### config.mk
export PLATFORM = sky130hd
export DESIGN_NAME = asc_ctrl
export DESIGN_NICKNAME = d
export VERILOG_FILES = /design/src/rtl/asc_pkg.sv /design/src/rtl/asc_timer.sv /design/src/rtl/asc_ctrl.sv
export VERILOG_INCLUDE_DIRS = /design/src /design/src/rtl
export SDC_FILE = /design/constraint.sdc
export NUM_CORES = 1
export LEC_CHECK = 0
export BUFFER_PORTS_ARGS = -buffer_cell sky130_fd_sc_hd__buf_2
export CAP_MARGIN = 40
export CORE_MARGIN = 1
export CORE_UTILIZATION = 40
export CTS_CLUSTER_SIZE = 14
export DETAILED_ROUTE_END_ITERATION = 8
export PLACE_DENSITY = 0.62
export SLEW_MARGIN = 25
export SYNTH_ARGS = -nofsm -noshare
export SYNTH_HDL_FRONTEND = slang
export SYNTH_SLANG_ARGS = --single-unit
### constraint.sdc
create_clock -name mclk_i -period 3.6 [get_ports mclk_i]
set_input_delay 0.36 -clock mclk_i [delete_from_list [all_inputs] [get_ports mclk_i]]
set_output_delay 0.36 -clock mclk_i [all_outputs]
set_load 0.005 [all_outputs]
### src/rtl/asc_defs.svh
// timing counts and widths for the async memory controller
`ifndef ASC_DEFS_SVH
`define ASC_DEFS_SVH
`define ASC_ADDR_W        18
`define ASC_DATA_W        16
`define ASC_CLK_PS        4000
`define ASC_POWER_US      100
`define ASC_POWER_CYC     ((`ASC_POWER_US * 1000000 + `ASC_CLK_PS - 1) / `ASC_CLK_PS)
`define ASC_RC_NS         10
`define ASC_RC_CYC        ((`ASC_RC_NS * 1000 + `ASC_CLK_PS - 1) / `ASC_CLK_PS)
`define ASC_WFLOAT_NS     5
`define ASC_WSETUP_NS     6
`define ASC_WP_NS         (`ASC_WFLOAT_NS + `ASC_WSETUP_NS)
`define ASC_WP_CYC        ((`ASC_WP_NS * 1000 + `ASC_CLK_PS - 1) / `ASC_CLK_PS)
`define ASC_TURN_NS       6
`define ASC_TURN_CYC      ((`ASC_TURN_NS * 1000 + `ASC_CLK_PS - 1) / `ASC_CLK_PS)
`define ASC_CNT_W         17
`endif

### src/rtl/asc_pkg.sv
// types for the async memory controller
package asc_pkg;
  typedef enum logic [2:0] {ST_POWER, ST_IDLE, ST_READ, ST_WRITE, ST_TURN} asc_state_t;
endpackage

### src/rtl/asc_timer.sv
// down counter that times each phase of a memory cycle
`timescale 1ns/100ps
`include "asc_defs.svh"
module asc_timer
(
  input  wire logic                  mclk_i,
  input  wire logic                  rst_b_i,
  input  wire logic                  load_i,
  input  wire logic [`ASC_CNT_W-1:0] value_i,
  output logic                       done_o
);
  logic [`ASC_CNT_W-1:0] cnt_q;
  assign done_o = (cnt_q == '0);
  always_ff @(posedge mclk_i or negedge rst_b_i)
  begin
    if (!rst_b_i)
      cnt_q <= '0;
    else if (load_i)
      cnt_q <= value_i;
    else if (!done_o)
      cnt_q <= cnt_q - 1'b1;
  end
endmodule

### src/rtl/asc_ctrl.sv
// host-side controller for a 256k x 16 asynchronous static memory
// Functional notes
// - start writes with select, write, lane low
// - time data against the closing control edge
// - write pulse at least float plus setup
// - write enable stays high through reads
// - address valid before select falls; the code changes address and select on the same edge
// - wait 100 us after reset before access
// - write data set up 6 ns before close
// - hold write data to close edge
`timescale 1ns/100ps
`include "asc_defs.svh"
module asc_ctrl
  import asc_pkg::*;
(
  input  wire logic                   mclk_i,
  input  wire logic                   rst_b_i,
  input  wire logic                   req_i,
  input  wire logic                   we_i,
  input  wire logic [`ASC_ADDR_W-1:0] addr_i,
  input  wire logic [`ASC_DATA_W-1:0] wdata_i,
  input  wire logic [1:0]             lane_i,
  output logic                        ready_o,
  output logic                        rvalid_o,
  output logic [`ASC_DATA_W-1:0]      rdata_o,
  output logic [`ASC_ADDR_W-1:0]      mem_addr_o,
  output logic                        chip_select_n_o,
  output logic                        output_enable_n_o,
  output logic                        write_enable_n_o,
  output logic                        low_lane_enable_n_o,
  output logic                        high_lane_enable_n_o,
  input  wire logic [`ASC_DATA_W-1:0] mem_data_i,
  output logic [`ASC_DATA_W-1:0]      mem_data_o,
  output logic                        mem_data_oe_o
);
  asc_state_t             state_q, state_d;
  logic                   ready_q, rvalid_q, cs_n_q, oe_n_q, we_n_q, doe_q;
  logic [1:0]             lane_n_q;
  logic [`ASC_ADDR_W-1:0] addr_q;
  logic [`ASC_DATA_W-1:0] wdata_q, rdata_q;
  logic                   tmr_load, tmr_done;
  logic [`ASC_CNT_W-1:0]  tmr_val;

  // counts rounded up so every minimum is met
  localparam logic [`ASC_CNT_W-1:0] POWER_C = `ASC_CNT_W'(`ASC_POWER_CYC - 1);
  localparam logic [`ASC_CNT_W-1:0] RC_C    = `ASC_CNT_W'(`ASC_RC_CYC);
  localparam logic [`ASC_CNT_W-1:0] WP_C    = `ASC_CNT_W'(`ASC_WP_CYC);
  localparam logic [`ASC_CNT_W-1:0] TURN_C  = `ASC_CNT_W'(`ASC_TURN_CYC);

  // both access states hold chip select low
  function automatic logic in_access(input asc_state_t s);
    in_access = (s == ST_READ) || (s == ST_WRITE);
  endfunction

  // power-up wait has its own counter so the shared timer stays free for memory cycles
  logic [`ASC_CNT_W-1:0] pwr_q;
  wire                   pwr_done  = (pwr_q == POWER_C);
  wire                   take      = (state_q == ST_IDLE) && req_i;
  wire                   cycle_end = tmr_done && in_access(state_q);

  // the load decision must not look at the load itself, or it forms a loop
  assign tmr_load = take || cycle_end;
  assign tmr_val  = take ? (we_i ? WP_C : RC_C) : TURN_C;

  asc_timer u_timer
  (
    .mclk_i  (mclk_i),
    .rst_b_i (rst_b_i),
    .load_i  (tmr_load),
    .value_i (tmr_val),
    .done_o  (tmr_done)
  );

  always_comb
  begin
    state_d = state_q;
    case (state_q)
      ST_POWER: if (pwr_done) state_d = ST_IDLE;
      ST_IDLE:  if (req_i) state_d = we_i ? ST_WRITE : ST_READ;
      ST_READ:  if (cycle_end) state_d = ST_TURN;
      ST_WRITE: if (cycle_end) state_d = ST_TURN;
      ST_TURN:  if (tmr_done) state_d = ST_IDLE;
      default:  state_d = ST_IDLE;
    endcase
  end

  always_ff @(posedge mclk_i or negedge rst_b_i)
  begin
    if (!rst_b_i)
      state_q <= ST_POWER;
    else
      state_q <= state_d;
  end

  always_ff @(posedge mclk_i or negedge rst_b_i)
  begin
    if (!rst_b_i)
      pwr_q <= '0;
    else if (!pwr_done)
      pwr_q <= pwr_q + 1'b1;
  end

  // address and write data are latched on the edge where select falls and held to the closing edge
  always_ff @(posedge mclk_i or negedge rst_b_i)
  begin
    if (!rst_b_i)
    begin
      addr_q   <= '0;
      wdata_q  <= '0;
      cs_n_q   <= 1'b1;
      oe_n_q   <= 1'b1;
      we_n_q   <= 1'b1;
      lane_n_q <= 2'b11;
      doe_q    <= 1'b0;
    end
    else if (take && pwr_done)
    begin
      addr_q   <= addr_i;
      wdata_q  <= wdata_i;
      cs_n_q   <= 1'b0;
      we_n_q   <= !we_i;
      oe_n_q   <= we_i;
      lane_n_q <= ~lane_i;
      doe_q    <= we_i;
    end
    else if (cycle_end)
    begin
      // all controls rise together; data held through this edge, hold of zero met
      cs_n_q   <= 1'b1;
      we_n_q   <= 1'b1;
      oe_n_q   <= 1'b1;
      lane_n_q <= 2'b11;
    end
    else if (state_q == ST_TURN)
      doe_q    <= 1'b0;     // release bus one cycle after close, memory stays floated
  end

  // read data sampled at the end of the access window, whole word taken whatever the lanes
  always_ff @(posedge mclk_i or negedge rst_b_i)
  begin
    if (!rst_b_i)
    begin
      rdata_q  <= '0;
      rvalid_q <= 1'b0;
      ready_q  <= 1'b0;
    end
    else
    begin
      rvalid_q <= cycle_end && (state_q == ST_READ);
      if (cycle_end && state_q == ST_READ)
        rdata_q <= mem_data_i;
      ready_q  <= pwr_done && (state_d == ST_IDLE) && !take;
    end
  end

  assign ready_o              = ready_q;
  assign rvalid_o             = rvalid_q;
  assign rdata_o              = rdata_q;
  assign mem_addr_o           = addr_q;
  assign chip_select_n_o      = cs_n_q;
  assign output_enable_n_o    = oe_n_q;
  assign write_enable_n_o     = we_n_q;
  assign low_lane_enable_n_o  = lane_n_q[0];
  assign high_lane_enable_n_o = lane_n_q[1];
  assign mem_data_o           = wdata_q;
  assign mem_data_oe_o        = doe_q;
endmodule

==> results.json <==
{
  "outcome": "complete, no violations",
  "yosysWarnings": 0,
  "maxClockFrequency_mhz": 365,
  "max_slew_vio_count": 0,
  "detail-route-antenna-nets": 0,
  "rsz_0062_raised_after_global_routing": "false",
  "max_cap_violations": 0,
  "grt_antenna_before_repair": 0,
  "numPortBuffers": 113,
  "end_kind": "flop",
  "synth-edff-count": 0,
  "setup-violations-final": 0,
  "crit_path_max_fanout": 35,
  "numClockSinks": 95,
  "detail_route.wirelength_um": 8680,
  "synth_top_area_share_pct": 54.9,
  "chipWidth_um": 103,
  "drive_gt1_share_pct": 41.3,
  "grt_pass1_wl_um": 13400,
  "layout_worst_path_cycle_share_pct": 76.0,
  "hold_viol_final": 0,
  "initial_core_util_pct": 41.6,
  "first_global_vias": 2835,
  "crit_type": "reg2reg",
  "post-synth-top-area-cell": "sky130_fd_sc_hd__dfrtp_1",
  "avgRoutedWirePerCell_um": 14.9,
  "finish.cell_count_without_fillers": 583,
  "dr.first_iter.drc_count": 64,
  "post_synth_num_cell_types": 47,
  "post_dp_cell_area_mm2": 0.00482,
  "power_density_mw_per_mm2": 374,
  "route.detailed.vias_per_inst": 5.18,
  "yosys-top-cells-count": "90 x sky130_fd_sc_hd__dfrtp_1, 38 x sky130_fd_sc_hd__mux2_2, 17 x sky130_fd_sc_hd__a21oi_1",
  "htreeDepth": 3,
  "insertedDiodeCount": 0,
  "grt_util_overall_pct": 16.6,
  "power_leakage_nw": 2.52,
  "ctsResizeCount": 0,
  "cts_tree": "yes",
  "cts-root-to-sink-buffers": 2,
  "grt_remaining_overflow": 0,
  "synth_most_common_cell": "sky130_fd_sc_hd__dfrtp_1",
  "worstSkewPairLatency_ns": 0.36,
  "syn-num-nets": 385,
  "yosys_most_used_dff": "sky130_fd_sc_hd__dfrtp_1",
  "die_area_mm2": 0.0107,
  "worst_setup_hold_path_clk_slew_ns": 0.10,
  "period_needed_ns": 2.74,
  "postCtsHoldBufs": 0,
  "ctsRootBufferMaster": "sky130_fd_sc_hd__clkbuf_8",
  "placedCellCount": 567,
  "crit_path_start_kind": "flop",
  "detailedPlacementHpwl_um": 6200,
  "coreArea_mm2": 0.00986,
  "async_reset_ff_share_pct": 100,
  "post-route-cell-area_mm2": 0.00504,
  "drt-pass1-iter-count": 4,
  "critical_path_arrival_ns": 2.99,
  "num_rows": 36,
  "ff2ff_path_depth": 5,
  "cts_post_setup_buffers_inserted": 0,
  "yosys_register_bits": 95,
  "netlist_instances": 326,
  "gp_weighted_congestion": 0.822,
  "tritoncts.num_buffers": 9,
  "flow.area_growth_from_synthesis_pct": 23.0,
  "hold_path.class": "in2async",
  "grt_start_max_net_pins": 49,
  "floorplan.io_pins": 114,
  "max_slew_margin_vs_limit_pct": 46.9,
  "synth_sequential_area_ratio_pct": 58.1,
  "average_footprint_of_a_synthesized_cell_um2": 12.6,
  "dr_total_vias": 3021,
  "route.detailed.drc": 0,
  "floorplan.die.height_um": 103,
  "final_nets": 505,
  "required_ns": 3.85,
  "fin_setup_tns_ns": 0,
  "synthesis.area_mm2": 0.00410,
  "skew_ns": 0.0151,
  "vdd_ir_drop_max_uv": 171,
  "worst_pin_slew_ns": 0.794,
  "netlist_top_cells_area": "sky130_fd_sc_hd__dfrtp_1 55%, sky130_fd_sc_hd__mux2_2 10%, sky130_fd_sc_hd__mux2_1 3.6%"
}
-- flip-flops by register name, indices dropped and copies added (netlist names) --
signal             flops
rvalid_o               1
state_q                3
chip_select_n_o        1
write_enable_n_o       1
pwr_q                 17
mem_addr_o            18
ready_o                1
lane_n_q               2
output_enable_n_o      1
mem_data_oe_o          1
u_timer.cnt_q         17
mem_data_o            16
rdata_o               16
-- worst paths after layout --
path	endpoint	slack, ns	from
worst max-delay path	mem_addr_o[15]	0.86	pwr_q[4]
worst min-delay path	mem_data_o[2]	0.004	rst_b_i
worst max register to register	mem_addr_o[15]	0.86	pwr_q[4]
worst min register to register	mem_addr_o[11]	0.49	mem_addr_o[11]
max in group asynchronous	output_enable_n_o	2.79	rst_b_i
min in group mclk_i	lane_n_q[0]	0.13	lane_i[0]
-- per-layer routing --
| metal | part of all wire (%) | global-route usage, % | vias up |
|---|---|---|---|
| met5 | 0 | 0 | - |
| met4 | 2.7 | 7.91 | 0 |
| met3 | 4.5 | 3.97 | 19 |
| met2 | 50 | 27.4 | 70 |
| met1 | 42 | 20.5 | 1496 |
| li1 | - | - | 1436 |
-- through the flow --
stage | power, W | hold WS (ns) | setup WS, ns | utilization [%]
floorplan | 0.00109 | 0.0644 | 1.30 | -
global placement | 0.00114 | 0.419 | 0.936 | 48.9
global route | 0.00195 | 0.0363 | 0.760 | 51.1
finish | 0.00188 | 0.00396 | 0.863 | 51.1
detailed placement | 0.00114 | 0.419 | 0.888 | 48.9
CTS | 0.00191 | 0.0144 | 0.870 | 51.1
-- cells by family after synthesis --
logic type / share of synthesized area [%]
simple gates: 15.1
flops: 58.1
mux: 14.5
compound gates: 6.28
xor+xnor: 3.42
buf+inv: 1.71
fa+ha+maj: 0.915
-- where the power goes --
part / switching [W] / internal (W) / total (W)
sequential: 0 / 0.00107 / 0.00107
combinational: 0.0000285 / 0.0000229 / 0.0000514
clock: 0.000374 / 0.000392 / 0.000766
-- worst max-delay path, stage by stage (launching register included) --
cell	delay, ns
sky130_fd_sc_hd__dfrtp_1	0.44
sky130_fd_sc_hd__or4b_2	0.67
sky130_fd_sc_hd__nor4_1	0.51
sky130_fd_sc_hd__and2_1	0.20
sky130_fd_sc_hd__buf_4	0.40
sky130_fd_sc_hd__mux2_2	0.39
-- area by class of cell --
| type | instances | area [um^2] |
|---|---|---|
| fillers | 902 | 4820 |
| clock inverters | 6 | 92.6 |
| multi-input cells | 217 | 1650 |
| clock buffers | 9 | 124 |
| repair buffers | 120 | 618 |
| well taps | 133 | 166 |
| flip-flops and latches | 95 | 2380 |
| inverters | 3 | 11.3 |
-- placed cells by master, fill, tap and decap left out, types with 12 or more instances in the layout --
cell type / count
sky130_fd_sc_hd__buf_2: 112
sky130_fd_sc_hd__nand2_1: 14
sky130_fd_sc_hd__o21ai_0: 12
sky130_fd_sc_hd__mux2_2: 38
sky130_fd_sc_hd__nor2_1: 16
sky130_fd_sc_hd__mux2_1: 13
sky130_fd_sc_hd__a21oi_1: 17
sky130_fd_sc_hd__or4_1: 12
sky130_fd_sc_hd__dfrtp_1: 90
No activity file was read; power rests on OpenSTA's default activity.
